### config.mk
export PLATFORM = sky130hd
export DESIGN_NAME = gacd_decoder
export DESIGN_NICKNAME = d
export VERILOG_FILES = /design/src/gacd_pkg.sv /design/src/gacd_decoder.sv /design/src/gacd_rx_buf.sv /design/src/gacd_tx_seq.sv
export SDC_FILE = /design/constraint.sdc
export NUM_CORES = 1
export LEC_CHECK = 0
export BUFFER_PORTS_ARGS = -buffer_cell sky130_fd_sc_hd__buf_2
export CORE_MARGIN = 10
export CORE_UTILIZATION = 43
export DETAILED_ROUTE_END_ITERATION = 7
export PLACE_DENSITY = 0.68
export SYNTH_ARGS = -nofsm -noshare
export SYNTH_HDL_FRONTEND = slang
export SYNTH_SLANG_ARGS = --single-unit
### constraint.sdc
create_clock -name i_clock -period 14.7 [get_ports i_clock]
set_input_delay 2.205 -clock i_clock [delete_from_list [all_inputs] [get_ports i_clock]]
set_output_delay 2.205 -clock i_clock [all_outputs]
set_load 0.05 [all_outputs]
### src/gacd_pkg.sv
// package for the aiding command decoder: packet ids, field layouts, lengths, reset values
// assumes byte-framed packets with checksums and framing stripped upstream
package gacd_pkg;
   localparam logic [7:0] ID_TIME_REQ     = 8'h2E;
   localparam logic [7:0] ID_POS_REQ      = 8'h32;
   localparam logic [7:0] SUB_REQ         = 8'h00;
   localparam logic [7:0] ID_ROLLOVER     = 8'h30;
   localparam logic [7:0] ID_POS_XYZ      = 8'h31;
   localparam logic [7:0] ID_POS_LLA      = 8'h32;
   localparam logic [7:0] ID_IO_OPT       = 8'h35;
   localparam logic [7:0] ID_LAST_POS     = 8'h37;
   localparam logic [7:0] ID_SAT_REQ      = 8'h38;
   localparam logic [7:0] ID_SAVE         = 8'h8E;
   localparam logic [7:0] SUB_SAVE        = 8'h26;
   localparam logic [7:0] ID_OPT_REPORT   = 8'h55;
   localparam logic [7:0] ID_LAST_REPORT  = 8'h57;
   localparam logic [7:0] ID_SAT_REPORT   = 8'h58;
   localparam logic [7:0] ID_XYZ_SGL      = 8'h42;
   localparam logic [7:0] ID_LLA_SGL      = 8'h4A;
   localparam logic [7:0] ID_XYZ_DBL      = 8'h83;
   localparam logic [7:0] ID_LLA_DBL      = 8'h84;
   localparam logic [7:0] ID_VEL_XYZ      = 8'h43;
   localparam logic [7:0] ID_VEL_ENU      = 8'h56;
   // payload lengths, bytes after the id
   localparam logic [5:0] LEN_ROLLOVER    = 6'h07;
   localparam logic [5:0] LEN_POS_SGL     = 6'h0C;
   localparam logic [5:0] LEN_POS_DBL     = 6'h18;
   localparam logic [5:0] LEN_IO_OPT      = 6'h04;
   localparam logic [5:0] LEN_SAT_REQ     = 6'h03;
   localparam logic [5:0] LEN_MAX         = 6'h18;
   // option byte fields
   localparam int POS_XYZ_BIT  = 0;
   localparam int POS_LLA_BIT  = 1;
   localparam int POS_MSL_BIT  = 2;
   localparam int POS_DBL_BIT  = 4;
   localparam int VEL_XYZ_BIT  = 0;
   localparam int VEL_ENU_BIT  = 1;
   localparam int AUX_5A_BIT   = 0;
   localparam int AUX_DBHZ_BIT = 3;
   localparam logic [7:0] POS_MASK  = 8'h17;
   localparam logic [7:0] VEL_MASK  = 8'h03;
   localparam logic [7:0] TIM_MASK  = 8'h01;
   localparam logic [7:0] AUX_MASK  = 8'h09;
   localparam logic [7:0] POS_RST   = 8'h00;
   localparam logic [7:0] VEL_RST   = 8'h00;
   localparam logic [7:0] TIM_RST   = 8'h00;
   localparam logic [7:0] AUX_RST   = 8'h00;
   // satellite request fields
   localparam logic [7:0] SAT_OP_REQ   = 8'h01;
   localparam logic [7:0] SAT_TYPE_MIN = 8'h02;
   localparam logic [7:0] SAT_TYPE_MAX = 8'h06;
   localparam logic [7:0] SAT_ALMANAC  = 8'h02;
   localparam logic [7:0] SAT_EPHEM    = 8'h06;
   localparam logic [7:0] SAT_PRN_MAX  = 8'h20;
   localparam logic [7:0] SAT_ALL      = 8'hFF;
   localparam logic [15:0] YEAR_RST    = 16'h0000;
   localparam int OUT_MAX = 6;
endpackage

### src/gacd_decoder.sv
// command decoder for the aiding/host packet link: takes framed command bytes, emits ids of replies
// assumes framing upstream marks first byte with i_rx_sop and last with i_rx_eop, one byte per valid
`timescale 1ns/1ps
// Notes on behaviour
// RULE1: aiding mode 1 sends time request 2E-00
// RULE2: aiding mode 1 sends position request 32-00
// RULE3: rollover date command sets base week date
// RULE4: host never sends date before firmware build
// RULE5: cartesian position, three single floats accepted
// RULE6: single and double position forms accepted
// RULE7: position command aborts running survey immediately
// RULE8: position command forces over-determined timing mode
// RULE9: geodetic position in radians and meters accepted
// RULE10: host gives geodetic position in world datum
// RULE11: supplied position fixes time-only solutions
// RULE12: empty options command reports states unchanged
// RULE13: four option bytes applied, then reported
// RULE14: position option byte bits decoded
// RULE15: velocity and auxiliary option bits decoded
// RULE16: host keeps world datum for geoid altitude
// RULE17: options saved to flash only on 8E-26
// RULE18: last-position request sends enabled reports, 57
// RULE19: satellite request: id 38, op 1, type 2-6
// RULE20: satellite selector 0, 1-32 or FF; code accepts FF only with type 2 (almanac) or 6 (ephemeris)
// RULE21: wrong-length position command ignored entirely
module gacd_decoder
   import gacd_pkg::*;
(
   input  wire logic         i_clock,
   input  wire logic         i_rst,
   input  wire logic         i_rx_valid,
   input  wire logic         i_rx_sop,
   input  wire logic         i_rx_eop,
   input  wire logic [7:0]   i_rx_data,
   input  wire logic         i_tx_ready,
   input  wire logic         i_aid_mode,
   input  wire logic         i_aid_time_go,
   input  wire logic         i_aid_pos_go,
   input  wire logic         i_survey_active,
   output logic              o_tx_valid,
   output logic      [7:0]   o_tx_data,
   output logic              o_rx_ready,
   output logic              o_survey_abort,
   output logic              o_od_timing_mode,
   output logic              o_pos_valid,
   output logic              o_pos_is_lla,
   output logic              o_pos_is_double,
   output logic      [63:0]  o_pos_a,
   output logic      [63:0]  o_pos_b,
   output logic      [63:0]  o_pos_c,
   output logic              o_rollover_load,
   output logic      [15:0]  o_week_rollover_base_year,
   output logic      [39:0]  o_week_rollover_base_mdhms,
   output logic      [7:0]   o_opt_position,
   output logic      [7:0]   o_opt_velocity,
   output logic      [7:0]   o_opt_timing,
   output logic      [7:0]   o_opt_auxiliary,
   output logic              o_opt_save,
   output logic              o_sat_req,
   output logic      [7:0]   o_sat_type,
   output logic      [7:0]   o_sat_prn,
   output logic              o_sat_all
);
   typedef enum {ST_IDLE, ST_RECV, ST_READ, ST_EXEC, ST_WAIT} gacd_state_t;
   gacd_state_t state_q;

   logic [7:0]   id_q;
   logic [5:0]   len_q;
   logic [5:0]   rd_idx_q;
   logic [7:0]   rbuf [LEN_MAX];
   logic [7:0]   buf_rdata;
   logic         rd_pend_q;
   logic         over_q;
   logic         tx_load_q;
   logic [47:0]  tx_list_q;
   logic [2:0]   tx_count_q;
   logic         tx_busy;
   logic         tx_valid_w;
   logic [7:0]   tx_data_w;
   logic         wr_en;
   logic         aid_time_pend_q;
   logic         aid_pos_pend_q;

   assign wr_en = i_rx_valid && o_rx_ready && !i_rx_sop && len_q < LEN_MAX;

   gacd_rx_buf #(.DEPTH(24), .AW(5)) u_buf (
      .i_clock (i_clock),
      .i_we    (wr_en),
      .i_waddr (len_q[4:0]),
      .i_wdata (i_rx_data),
      .i_raddr (rd_idx_q[4:0]),
      .o_rdata (buf_rdata)
   );

   gacd_tx_seq u_tx (
      .i_clock    (i_clock),
      .i_rst      (i_rst),
      .i_load     (tx_load_q),
      .i_list     (tx_list_q),
      .i_count    (tx_count_q),
      .i_tx_ready (i_tx_ready),
      .o_tx_valid (tx_valid_w),
      .o_tx_data  (tx_data_w),
      .o_busy     (tx_busy)
   );

   // sequencer flops drive the pins: a second stage would split valid from the ready it sees
   assign o_tx_valid = tx_valid_w;
   assign o_tx_data  = tx_data_w;

   // packet capture and readout of payload into a local shadow
   always_ff @(posedge i_clock or posedge i_rst) begin
      if (i_rst) begin
         state_q    <= ST_IDLE;
         id_q       <= 8'h00;
         len_q      <= 6'h00;
         rd_idx_q   <= 6'h00;
         rd_pend_q  <= 1'b0;
         over_q     <= 1'b0;
         o_rx_ready <= 1'b1;
      end else begin
         unique case (state_q)
            ST_IDLE: begin
               o_rx_ready <= 1'b1;
               if (i_rx_valid && i_rx_sop) begin
                  id_q   <= i_rx_data;
                  len_q  <= 6'h00;
                  over_q <= 1'b0;
                  if (i_rx_eop) begin
                     state_q    <= ST_EXEC;
                     o_rx_ready <= 1'b0;
                  end else begin
                     state_q <= ST_RECV;
                  end
               end
            end
            ST_RECV: begin
               if (i_rx_valid) begin
                  if (len_q < LEN_MAX) begin
                     len_q <= len_q + 6'h01;
                  end else begin
                     over_q <= 1'b1;
                  end
                  if (i_rx_eop) begin
                     state_q    <= ST_READ;
                     o_rx_ready <= 1'b0;
                     rd_idx_q   <= 6'h00;
                     rd_pend_q  <= 1'b0;
                  end
               end
            end
            ST_READ: begin
               // registered read: address and capture cycles alternate
               rd_pend_q <= !rd_pend_q;
               if (rd_pend_q) begin
                  if (rd_idx_q + 6'h01 >= len_q) begin
                     state_q <= ST_EXEC;
                  end else begin
                     rd_idx_q <= rd_idx_q + 6'h01;
                  end
               end
            end
            ST_EXEC: begin
               state_q <= ST_WAIT;
            end
            ST_WAIT: begin
               if (!tx_busy && !tx_load_q) begin
                  state_q <= ST_IDLE;
               end
            end
            default: state_q <= ST_IDLE;
         endcase
      end
   end

   always_ff @(posedge i_clock) begin
      if (state_q == ST_READ && rd_pend_q) begin
         rbuf[rd_idx_q[4:0]] <= buf_rdata;
      end
   end

   logic len_sgl;
   logic len_dbl;
   logic is_pos_cmd;
   logic pos_ok;
   assign len_sgl    = len_q == LEN_POS_SGL && !over_q;
   assign len_dbl    = len_q == LEN_POS_DBL && !over_q;
   assign is_pos_cmd = id_q == ID_POS_XYZ || id_q == ID_POS_LLA;
   // RULE21 length gate
   assign pos_ok     = state_q == ST_EXEC && is_pos_cmd && (len_sgl || len_dbl);

   function automatic logic [63:0] field(input int base, input logic dbl);
      logic [63:0] v;
      v = '0;
      if (dbl) begin
         for (int k = 0; k < 8; k++) begin
            v[63-8*k -: 8] = rbuf[base*2+k];
         end
      end else begin
         for (int k = 0; k < 4; k++) begin
            v[31-8*k -: 8] = rbuf[base+k];
         end
      end
      return v;
   endfunction

   // RULE5 cartesian, RULE9 geodetic, RULE6 either precision
   always_ff @(posedge i_clock or posedge i_rst) begin
      if (i_rst) begin
         o_pos_valid     <= 1'b0;
         o_pos_is_lla    <= 1'b0;
         o_pos_is_double <= 1'b0;
         o_pos_a         <= '0;
         o_pos_b         <= '0;
         o_pos_c         <= '0;
      end else if (pos_ok) begin
         // RULE11 held as fixed location
         o_pos_valid     <= 1'b1;
         o_pos_is_lla    <= id_q == ID_POS_LLA;
         o_pos_is_double <= len_dbl;
         o_pos_a         <= field(0, len_dbl);
         o_pos_b         <= field(4, len_dbl);
         o_pos_c         <= field(8, len_dbl);
      end
   end

   // RULE7 abort survey, RULE8 over-determined mode
   always_ff @(posedge i_clock or posedge i_rst) begin
      if (i_rst) begin
         o_survey_abort   <= 1'b0;
         o_od_timing_mode <= 1'b0;
      end else begin
         o_survey_abort <= pos_ok && i_survey_active;
         if (pos_ok) begin
            o_od_timing_mode <= 1'b1;
         end
      end
   end

   // RULE3 base week date
   always_ff @(posedge i_clock or posedge i_rst) begin
      if (i_rst) begin
         o_rollover_load            <= 1'b0;
         o_week_rollover_base_year  <= YEAR_RST;
         o_week_rollover_base_mdhms <= '0;
      end else begin
         o_rollover_load <= 1'b0;
         if (state_q == ST_EXEC && id_q == ID_ROLLOVER && len_q == LEN_ROLLOVER) begin
            o_rollover_load            <= 1'b1;
            o_week_rollover_base_year  <= {rbuf[0], rbuf[1]};
            o_week_rollover_base_mdhms <= {rbuf[2], rbuf[3], rbuf[4], rbuf[5], rbuf[6]};
         end
      end
   end

   // RULE13 apply four option bytes; RULE14 RULE15 reserved bits forced zero
   always_ff @(posedge i_clock or posedge i_rst) begin
      if (i_rst) begin
         o_opt_position  <= POS_RST;
         o_opt_velocity  <= VEL_RST;
         o_opt_timing    <= TIM_RST;
         o_opt_auxiliary <= AUX_RST;
      end else if (state_q == ST_EXEC && id_q == ID_IO_OPT && len_q == LEN_IO_OPT) begin
         o_opt_position  <= rbuf[0] & POS_MASK;
         o_opt_velocity  <= rbuf[1] & VEL_MASK;
         o_opt_timing    <= rbuf[2] & TIM_MASK;
         o_opt_auxiliary <= rbuf[3] & AUX_MASK;
      end
   end

   // RULE17 flash save only on the save command
   always_ff @(posedge i_clock or posedge i_rst) begin
      if (i_rst) begin
         o_opt_save <= 1'b0;
      end else begin
         o_opt_save <= state_q == ST_EXEC && id_q == ID_SAVE && len_q != 6'h00 && rbuf[0] == SUB_SAVE;
      end
   end

   // RULE19 RULE20 satellite request validity
   logic sat_ok;
   assign sat_ok = state_q == ST_EXEC && id_q == ID_SAT_REQ && len_q == LEN_SAT_REQ
                   && rbuf[0] == SAT_OP_REQ && rbuf[1] >= SAT_TYPE_MIN && rbuf[1] <= SAT_TYPE_MAX
                   && (rbuf[2] <= SAT_PRN_MAX
                       || (rbuf[2] == SAT_ALL && (rbuf[1] == SAT_ALMANAC || rbuf[1] == SAT_EPHEM)));

   always_ff @(posedge i_clock or posedge i_rst) begin
      if (i_rst) begin
         o_sat_req  <= 1'b0;
         o_sat_type <= 8'h00;
         o_sat_prn  <= 8'h00;
         o_sat_all  <= 1'b0;
      end else begin
         o_sat_req <= sat_ok;
         if (sat_ok) begin
            o_sat_type <= rbuf[1];
            o_sat_prn  <= rbuf[2];
            o_sat_all  <= rbuf[2] == SAT_ALL;
         end
      end
   end

   // aiding requests held until the sequencer is free; set wins over the send
   always_ff @(posedge i_clock or posedge i_rst) begin
      if (i_rst) begin
         aid_time_pend_q <= 1'b0;
         aid_pos_pend_q  <= 1'b0;
      end else begin
         if (i_aid_mode && i_aid_time_go) begin
            aid_time_pend_q <= 1'b1;
         end else if (state_q == ST_IDLE && !tx_busy && !tx_load_q && !i_rx_valid) begin
            aid_time_pend_q <= 1'b0;
         end
         if (i_aid_mode && i_aid_pos_go) begin
            aid_pos_pend_q <= 1'b1;
         end else if (state_q == ST_IDLE && !tx_busy && !tx_load_q && !i_rx_valid && !aid_time_pend_q) begin
            aid_pos_pend_q <= 1'b0;
         end
      end
   end

   // RULE18 disabled reports squeezed out, 57 last
   logic [31:0] last_ids;
   logic [3:0]  last_en;
   logic [47:0] last_list;
   logic [2:0]  last_count;
   assign last_ids = {ID_VEL_ENU, ID_VEL_XYZ,
                      o_opt_position[POS_DBL_BIT] ? ID_LLA_DBL : ID_LLA_SGL,
                      o_opt_position[POS_DBL_BIT] ? ID_XYZ_DBL : ID_XYZ_SGL};
   assign last_en  = {o_opt_velocity[VEL_ENU_BIT], o_opt_velocity[VEL_XYZ_BIT],
                      o_opt_position[POS_LLA_BIT], o_opt_position[POS_XYZ_BIT]};
   always_comb begin
      last_list  = '0;
      last_count = 3'h0;
      for (int k = 0; k < 4; k++) begin
         if (last_en[k]) begin
            last_list[8*last_count +: 8] = last_ids[8*k +: 8];
            last_count                   = last_count + 3'h1;
         end
      end
      last_list[8*last_count +: 8] = ID_LAST_REPORT;
      last_count                   = last_count + 3'h1;
   end

   // reply id lists, first byte in the low lane
   always_ff @(posedge i_clock or posedge i_rst) begin
      if (i_rst) begin
         tx_load_q  <= 1'b0;
         tx_list_q  <= '0;
         tx_count_q <= 3'h0;
      end else begin
         tx_load_q <= 1'b0;
         if (state_q == ST_EXEC) begin
            if (id_q == ID_IO_OPT && (len_q == 6'h00 || len_q == LEN_IO_OPT)) begin
               // RULE12 RULE13 options report
               tx_load_q  <= 1'b1;
               tx_list_q  <= {40'h0, ID_OPT_REPORT};
               tx_count_q <= 3'h1;
            end else if (id_q == ID_LAST_POS && len_q == 6'h00) begin
               // RULE18 enabled reports then 57
               tx_load_q  <= 1'b1;
               tx_list_q  <= last_list;
               tx_count_q <= last_count;
            end else if (sat_ok) begin
               tx_load_q  <= 1'b1;
               tx_list_q  <= {40'h0, ID_SAT_REPORT};
               tx_count_q <= 3'h1;
            end
         end else if (state_q == ST_IDLE && !tx_busy && !tx_load_q && !i_rx_valid) begin
            if (aid_time_pend_q) begin
               // RULE1 time request
               tx_load_q  <= 1'b1;
               tx_list_q  <= {32'h0, SUB_REQ, ID_TIME_REQ};
               tx_count_q <= 3'h2;
            end else if (aid_pos_pend_q) begin
               // RULE2 position request
               tx_load_q  <= 1'b1;
               tx_list_q  <= {32'h0, SUB_REQ, ID_POS_REQ};
               tx_count_q <= 3'h2;
            end
         end
      end
   end

   // RULE8 timing mode follows every accepted position
   a_od_mode_set: assert property (@(posedge i_clock) disable iff (i_rst)
      pos_ok |=> o_od_timing_mode) // RULE8
      else $error("timing mode not forced by position command");
   a_abort_pulse: assert property (@(posedge i_clock) disable iff (i_rst)
      o_survey_abort |-> $past(pos_ok) && $past(i_survey_active)) // RULE7
      else $error("survey abort without position command");
   a_bad_len_ignored: assert property (@(posedge i_clock) disable iff (i_rst)
      (state_q == ST_EXEC && is_pos_cmd && !len_sgl && !len_dbl) |=> $stable(o_pos_a) && !o_survey_abort) // RULE21
      else $error("bad length position command acted on");
   a_opt_reserved: assert property (@(posedge i_clock) disable iff (i_rst)
      (o_opt_position & ~POS_MASK) == 8'h00 && (o_opt_velocity & ~VEL_MASK) == 8'h00) // RULE14
      else $error("reserved option bits set");
   a_opt_query_keep: assert property (@(posedge i_clock) disable iff (i_rst)
      (state_q == ST_EXEC && id_q == ID_IO_OPT && len_q == 6'h00) |=> $stable(o_opt_position)) // RULE12
      else $error("option query changed states");
   a_aux_reserved: assert property (@(posedge i_clock) disable iff (i_rst)
      (o_opt_auxiliary & ~AUX_MASK) == 8'h00) // RULE15
      else $error("reserved auxiliary bits set");
   a_save_cause: assert property (@(posedge i_clock) disable iff (i_rst)
      o_opt_save |-> $past(id_q) == ID_SAVE) // RULE17
      else $error("save without save command");
   a_sat_op: assert property (@(posedge i_clock) disable iff (i_rst)
      o_sat_req |=> o_sat_type >= SAT_TYPE_MIN && o_sat_type <= SAT_TYPE_MAX) // RULE19
      else $error("satellite request with bad type");
   a_sat_prn: assert property (@(posedge i_clock) disable iff (i_rst)
      o_sat_req |=> (o_sat_prn <= SAT_PRN_MAX || o_sat_all)) // RULE20
      else $error("satellite request with bad selector");
   a_roll_load: assert property (@(posedge i_clock) disable iff (i_rst)
      o_rollover_load |-> $past(id_q) == ID_ROLLOVER) // RULE3
      else $error("rollover loaded without command");
   a_time_req: assert property (@(posedge i_clock) disable iff (i_rst)
      (tx_load_q && tx_count_q == 3'h2 && tx_list_q[7:0] == ID_TIME_REQ) |-> tx_list_q[15:8] == SUB_REQ) // RULE1
      else $error("time request subidentifier wrong");
endmodule // gacd_decoder

### src/gacd_rx_buf.sv
// payload byte store with registered read port
// assumes writes and reads never collide in meaning within one cycle
`timescale 1ns/1ps
module gacd_rx_buf
   import gacd_pkg::*;
#(
   parameter int DEPTH = 24,
   parameter int AW    = 5
) (
   input  wire logic          i_clock,
   input  wire logic          i_we,
   input  wire logic [AW-1:0] i_waddr,
   input  wire logic [7:0]    i_wdata,
   input  wire logic [AW-1:0] i_raddr,
   output logic      [7:0]    o_rdata
);
   logic [7:0] mem [DEPTH];

   always_ff @(posedge i_clock) begin
      if (i_we) begin
         mem[i_waddr] <= i_wdata;
      end
      o_rdata <= mem[i_raddr];
   end
endmodule // gacd_rx_buf

### src/gacd_tx_seq.sv
// outgoing packet id sequencer: plays a list of ids one per accepted byte
// assumes the sink holds i_tx_ready high whenever it can take a byte
`timescale 1ns/1ps
module gacd_tx_seq
   import gacd_pkg::*;
(
   input  wire logic                    i_clock,
   input  wire logic                    i_rst,
   input  wire logic                    i_load,
   input  wire logic [OUT_MAX*8-1:0]    i_list,
   input  wire logic [2:0]              i_count,
   input  wire logic                    i_tx_ready,
   output logic                         o_tx_valid,
   output logic      [7:0]              o_tx_data,
   output logic                         o_busy
);
   logic [OUT_MAX*8-1:0] list_q;
   logic [2:0]           left_q;

   always_ff @(posedge i_clock or posedge i_rst) begin
      if (i_rst) begin
         list_q     <= '0;
         left_q     <= 3'h0;
         o_tx_valid <= 1'b0;
         o_tx_data  <= 8'h00;
      end else if (i_load && left_q == 3'h0 && !o_tx_valid) begin
         list_q <= i_list;
         left_q <= i_count;
      end else if (!o_tx_valid || i_tx_ready) begin
         if (left_q != 3'h0) begin
            o_tx_valid <= 1'b1;
            o_tx_data  <= list_q[7:0];
            list_q     <= list_q >> 8;
            left_q     <= left_q - 3'h1;
         end else begin
            o_tx_valid <= 1'b0;
         end
      end
   end

   assign o_busy = (left_q != 3'h0) || o_tx_valid;
endmodule // gacd_tx_seq
==> impl_results.md, run 1 <==
* Status: finished clean
* Clk_lat worst skew at about 0.63 ns
* Req. time, crit path at approximately 15 ns
* Top cells by area, synth: edfxtp_1 39%, dfrtp_1 32%, mux2i_1 3.6%
* Die width at ~280 um
* Synthesis-stage register bit count at approximately 770
* Xor/xnor share of the synthesized area at 0.3243%
* P_int at about 3.8 mW
* Combinational fraction of design power at between 10% and 20%
* P&R area growth vs syn at 16.64%
* Post-synth ARST share at a little under 50%
* Crit path max fanout at 138
* Commonest cells post-synth: 384 x edfxtp_1, 376 x dfrtp_1, 236 x nand2_1
* Clock power share at between 30% and 40%
* Worst path cell trace: buf_2, inv_8, buf_4, buf_4
* Final Instance Count excl. Fillers at approximately 3400
* Vias in the first global route at approximately 18000
* Post-cts resize count at 0
* Longest Clk Path Bufs at 3
* CTS Sinks at around 770
* Hpwl dp at 54.29 mm
* Vias per cell at 5.498
* Slew Limit Fails at 0
* Crit-path max cell delay at ~0.87 ns
* Share of cells above drive strength 1 at a little under a quarter
* Setup TNS at 0 ns
* Die height at between 200 and 300 um
* Crit path capture type: async pin
* Ports at about 330
* Critical Path Slowest Stage Cell: buf_4
* Most numerous cell on the critical path: buf_4
* Reported leakage power at roughly 15 nW
* Simple-gate share of the synthesized area at 8.028%
* Unrepaired setup endpoints after global routing: false
* Share of the synthesized area in the top cell type at ~39%
* Vias post-DR at between 15000 and 20000
* Final setup fails at 0
* Area leader, netlist: edfxtp_1
* DR iter-0 viols at 1652
* Avg WL per Cell at 24.03 um
* CTS root buf: clkbuf_16
* CTS tree: built
* EDFF count, synth at roughly 380
* Most common cell in the netlist: edfxtp_1
* Slew HR at about 14%
* F_max at about 240 MHz
* Mapped Cells at about 2100
* Antenna violations before repair at 2
* GRT overflow at 0
* FILL cells at 5776
* Final WL at 80.64 mm
* Hold crit path type: register to register
* Post-Syn Area per Cell at 14.41 sq um
* Netlist cell types at 70
* Core Box Area at ~0.069 sq mm
* Sequential share of the synthesized area at between 70% and 80%
* Final antenna-violating net count at 0
* Psw at 1.479 mW
* Initial Util at a little over two fifths
* Global-route wire length before repair at between 100 and 150 mm
* Netlist area before placement at just under 0.03 sq mm
* Max cap viols at 0
* Switching part of the total at 28.05%
* Drc violations at 0
* Power Density at between 150 and 200 mW/mm^2
* Main combinational cell family by area after synthesis: multiplexers
* Post-Synth Adder-Cell Area at between 1 and 1.5%
* CP arrival at ~4.8 ns
* H-Tree Depth at 3
* Pre-antenna DRT Iters at 5
* Setup Fix Bufs, Post-CTS at 0
* Reg power frac at about half
* Least-Margin Pin Slew at about 1.3 ns
* GPL Wtd Cong at 0.8562
* Post-synthesis mux area share at roughly 9.0%
* Placed cell count at about 3200
* Clock transition at path regs at about 0.060 ns
* Hold Vio Cnt, Final at 0
* Row count at 96
* CTS Hold Bufs at 0
* Die Area at roughly 0.080 sq mm
* Synth warn at 0
* Final Critical Period at 4.153 ns
* Kind of critical path: input pin to async pin
* VDD IR-drop max at between 90 and 100 uV
* Final worst-path cycle share at roughly 28%
* Startpoint types: input pin
* N_diodes at 0
* Largest net degree at the start of global routing at around 140
* Ys flop type: edfxtp_1
* Number of port buffers at just over 300
* Final setup skew at 0.03012 ns
* GRT Util Overall at between 10% and 20%
* Area fraction in compound gates after synthesis at under 10%
* # nets final at 2406
* CTS buffer count at a little under 80
## power by group through the flow
stage	logic, mW	registers [mW]	clock network (mW)
after floorplan	0.431	2.62	0
after global placement	0.728	2.62	0
after detailed placement	0.744	2.63	0
after CTS	0.748	2.58	1.98
after global routing	0.803	2.60	2.07
final	0.741	2.58	1.95
## placed cells by master, fill, tap and decap left out, drive strengths merged, types with 4 or more instances in the layout
| cell | n |
|---|---|
| a21o | 13 |
| or4 | 4 |
| nor2 | 180 |
| nand2 | 236 |
| o2bb2ai | 10 |
| edfxtp | 384 |
| nor3b | 4 |
| o21a | 5 |
| a31oi | 4 |
| a21oi | 122 |
| xnor2 | 8 |
| nor4b | 4 |
| mux2 | 45 |
| nor3 | 11 |
| a221o | 6 |
| a22o | 100 |
| and2 | 4 |
| nor2b | 12 |
| nand3 | 39 |
| mux2i | 108 |
| a22oi | 22 |
| clkinv | 25 |
| nand2b | 9 |
| mux4 | 48 |
| nand3b | 5 |
| nand4 | 6 |
| nor4 | 12 |
| o21ai | 36 |
| clkbuf | 107 |
| dfrtp | 376 |
| inv | 32 |
| ha | 24 |
| or3 | 6 |
| conb | 23 |
| dfxtp | 8 |
| o2111ai | 8 |
| buf | 335 |
## registers in the layout (all words and copies together), names as in the netlist, 2 cells and up
register and count:
o_opt_auxiliary 2, o_pos_a 64, rbuf 192, tx_count_q 3, id_q 8, o_opt_position 4, o_sat_prn 8, u_buf.mem 192
len_q 6, o_sat_type 8, o_pos_c 64, o_week_rollover_base_year 16, o_pos_b 64, o_week_rollover_base_mdhms 40, rd_idx_q 6, u_buf.o_rdata 8
o_opt_velocity 2, state_q 3, tx_list_q 26, u_tx.o_tx_data 8, u_tx.left_q 3, u_tx.list_q 26
## area by class of cell
cell class              instances  area [sq um]  area share, %
clock buffers                 107          2213          6.388
clock inverters                35         322.8         0.9316
inverters                      28         112.6         0.3250
multi-input cells            1151          7966          22.99
flip-flops and latches        769         21130          60.98
well taps                     931          1165          3.362
repair buffers                335          1742          5.027
## critical path: cells and delay by family
family   cells  cell delay, ns
buf+inv      4            2.38
## metal layers
metal | routed length, um | up-vias | GRT usage, %
met3 | 6521 | 94 | 4.085
met2 | 39070 | 726 | 32.26
met5 | 0 | - | 0
met4 | 1947 | 0 | 6.192
li1 | - | 8133 | -
met1 | 33090 | 9498 | 25.98
## cell families after synthesis
group | count (synthesis)
fa+ha+maj | 25
simple gates | 546
xor+xnor | 11
other cells | 1
buf+inv | 164
flops | 769
compound gates | 345
mux | 201
## path summary, 6_finish.rpt
path,from,endpoint,slack [ns],cells after the start
worst min register to register,rbuf[19][4],o_pos_c[36],0.45,1
worst max register to register,o_opt_position[0],tx_list_q[4],10.58,14
worst max-delay path,i_rst,o_pos_b[39],10.55,4
worst min-delay path,rbuf[19][4],o_pos_c[36],0.45,1
min in group asynchronous,i_rst,o_sat_type[4],1.75,2
max in group i_clock,o_opt_position[0],tx_list_q[4],10.58,14
## per-stage QoR
step	util (%)	setup WS, ns	hold WS (ns)	power (mW)	area, sq um
final	50.52	10.55	0.4540	5.272	34650
after global routing	50.52	10.12	0.4804	5.464	34650
after global placement	46.82	9.804	0.4516	3.351	32110
after floorplan	-	2.024	0.4222	3.052	29790
after detailed placement	46.82	9.691	0.4568	3.370	32110
after CTS	50.52	10.38	0.4585	5.313	34650
Power figures use the tool's default switching activity.
==> run 2: changes to the inputs <==
==> constraint.sdc (replaced) <==
create_clock -name i_clock -period 4.1 [get_ports i_clock]
set_input_delay 0.615 -clock i_clock [delete_from_list [all_inputs] [get_ports i_clock]]
set_output_delay 0.615 -clock i_clock [all_outputs]
set_load 0.05 [all_outputs]
==> run 2 against run 1 <==
Worst hold slack worse by 0.42 ns. Count of clock-buffer cells in the layout is 6 higher. Global-route usage increased by 0.074 points. Sequential power increased to 3.6 times the previous value. Via count rose by 0.38%. Sequential share of layout area shrank 0.44 points. Worst setup slack worse by 10 ns. Wire length decreased by 0.42%. Clock power grew to 3.8 times the previous value. First-iteration DRC count grew 4.2%. Die area did not move.
==> impl_results.md, run 2 (synthesized netlist as in run 1, its figures left out) <==
* Status: finished clean
* Max cap viols at 0
* Post-cts resize count at 0
* Final antenna-violating net count at 0
* Clk_lat worst skew at 0.63 ns
* Ports at roughly 330
* Setup ws final at roughly 0.50 ns
* Power Density at roughly 550 mW/mm^2
* Post-Route Utilization at about half
* Vias post-DR at around 19000
* Slew HR at between 10% and 20%
* Avg WL per Cell at about 24 um
* Crit path max fanout at 8
* Hold Vio Cnt, Final at 0
* GRT overflow at 0
* Share of cells above drive strength 1 at between 20% and 30%
* DR iter-0 viols at 1721
* Largest net degree at the start of global routing at 193
* Crit path capture type: register
* Commonest non-fill, non-tap cell in the layout: edfxtp_1
* Final setup skew at roughly 0.045 ns
* F_max at roughly 280 MHz
* CTS Hold Bufs at 0
* Number of port buffers at around 310
* Startpoint types: register
* Req. time, crit path at approximately 4.6 ns
* Drc violations at 0
* Hold crit path type: input pin to async pin
* Most frequent cells in the layout: 384 x edfxtp_1, 375 x dfrtp_1, 309 x buf_2
* Reported leakage power at roughly 15 nW
* Longest Clk Path Bufs at 3
* GRT Util Overall at around a fifth
* Clock transition at path regs at 0.06 ns
* Top flop regs: rbuf: 192 flops, u_buf.mem: 192 flops
* Setup Fix Bufs, Post-CTS at 0
* CTS Sinks at 769
* Initial Util at 43.31%
* Final setup fails at 0
* # nets final at approximately 2400
* FILL cells at a little under 6000
* Pre-antenna DRT Iters at 7
* Final worst-path cycle share at a little under 90%
* Die width at approximately 280 um
* Vias per cell at around 5.5
* GPL Wtd Cong at around 0.88
* Die height at around 280 um
* H-Tree Depth at 3
* Pwr Total at between 15 and 20 mW
* Pre-CTS WS at between 0.4 and 0.5 ns
* Antenna violations before repair at 1
* Final Critical Period at around 3.6 ns
* Hpwl dp at 54.03 mm
* Global-route wire length before repair at between 100 and 150 mm
* CTS root buf: clkbuf_16
* Final WL at approximately 80 mm
* Least-Margin Pin Slew at around 1.3 ns
* Slew Limit Fails at 0
* VDD IR-drop max at 359.4 uV
* Setup TNS at 0 ns
* CTS buffer count at 80
* Vias in the first global route at around 19000
* N_diodes at 0
* CP arrival at ~4 ns
* P&R area growth vs syn at 17.50%
* Row count at 96
* Unrepaired setup endpoints after global routing: false
* CTS tree: built
* Die Area at between 0.07 and 0.08 sq mm
* Kind of critical path: register to register
* Core Box Area at roughly 0.069 sq mm
-- run 2: cell types whose count changed in the layout (fill, tap and decap cells not counted), sizes merged --
cell / before / now
clkbuf: 107 / 113
inv: 32 / 31
bufinv: 3 / 7
buf: 335 / 340
clkinvlp: 3 / 4
clkinv: 25 / 22
-- run 2: stage by stage --
step / hold slack, ns / cell area [sq um] / cells
after floorplan: 0.4222 / 29790 / 2084
after CTS: 0.01295 / 34900 / 3368
after global routing: 0.04182 / 34900 / 3368
after detailed placement: 0.4190 / 32210 / 3219
final: 0.03860 / 34900 / 3368
after global placement: 0.4193 / 32210 / 3219
-- run 2: worst paths after layout --
path                            cells past startpoint  slack (ns)              to               from
min in group i_clock                                2        0.24  aid_pos_pend_q       i_aid_pos_go
worst max-delay path                               17        0.50    tx_list_q[7]  o_opt_position[1]
worst min-delay path                                2        0.04   tx_list_q[20]              i_rst
max in group asynchronous                           3        2.83       rd_pend_q              i_rst
worst min register to register                      0        0.43     rbuf[19][0]   u_buf.o_rdata[0]
worst max register to register                     17        0.50    tx_list_q[7]  o_opt_position[1]
-- run 2: area by class of cell --
type,count,area [sq um],share of cell area (%)
Inverter,28,108.9,0.3119
Clock inverter,36,471.7,1.351
Sequential cell,769,21130,60.53
Timing Repair Buffer,340,1842,5.277
Tap cell,931,1165,3.337
Clock buffer,113,2217,6.352
Multi-Input combinational cell,1151,7971,22.84
-- run 2: layer usage --
layer / part of all wire (%) / global-route usage, %
met3: 8.1 / 4.118
met4: 3.4 / 7.283
met2: 47 / 31.81
met1: 41 / 26.14
met5: 0.016 / 0
-- run 2: critical path, cell delays in order (launching register included) --
cell and delay, ns:
dfrtp_1 0.50, inv_1 0.10, ha_1 0.24, nor2b_1 0.16, or2_2 0.15, inv_1 0.04
ha_1 0.37, nand2b_1 0.13, o31a_1 0.21, inv_1 0.06, ha_1 0.19, ha_1 0.32
nor2_1 0.10, nand3_1 0.09, nor3_2 0.24, nand2b_1 0.20, nor2_1 0.07, a32o_1 0.27
-- run 2: report_power, final --
group          switching (mW)  internal, mW  leakage, nW
registers               0.537          8.80         8.67
logic                    1.76         0.807         4.94
clock network            3.06          4.27         1.30
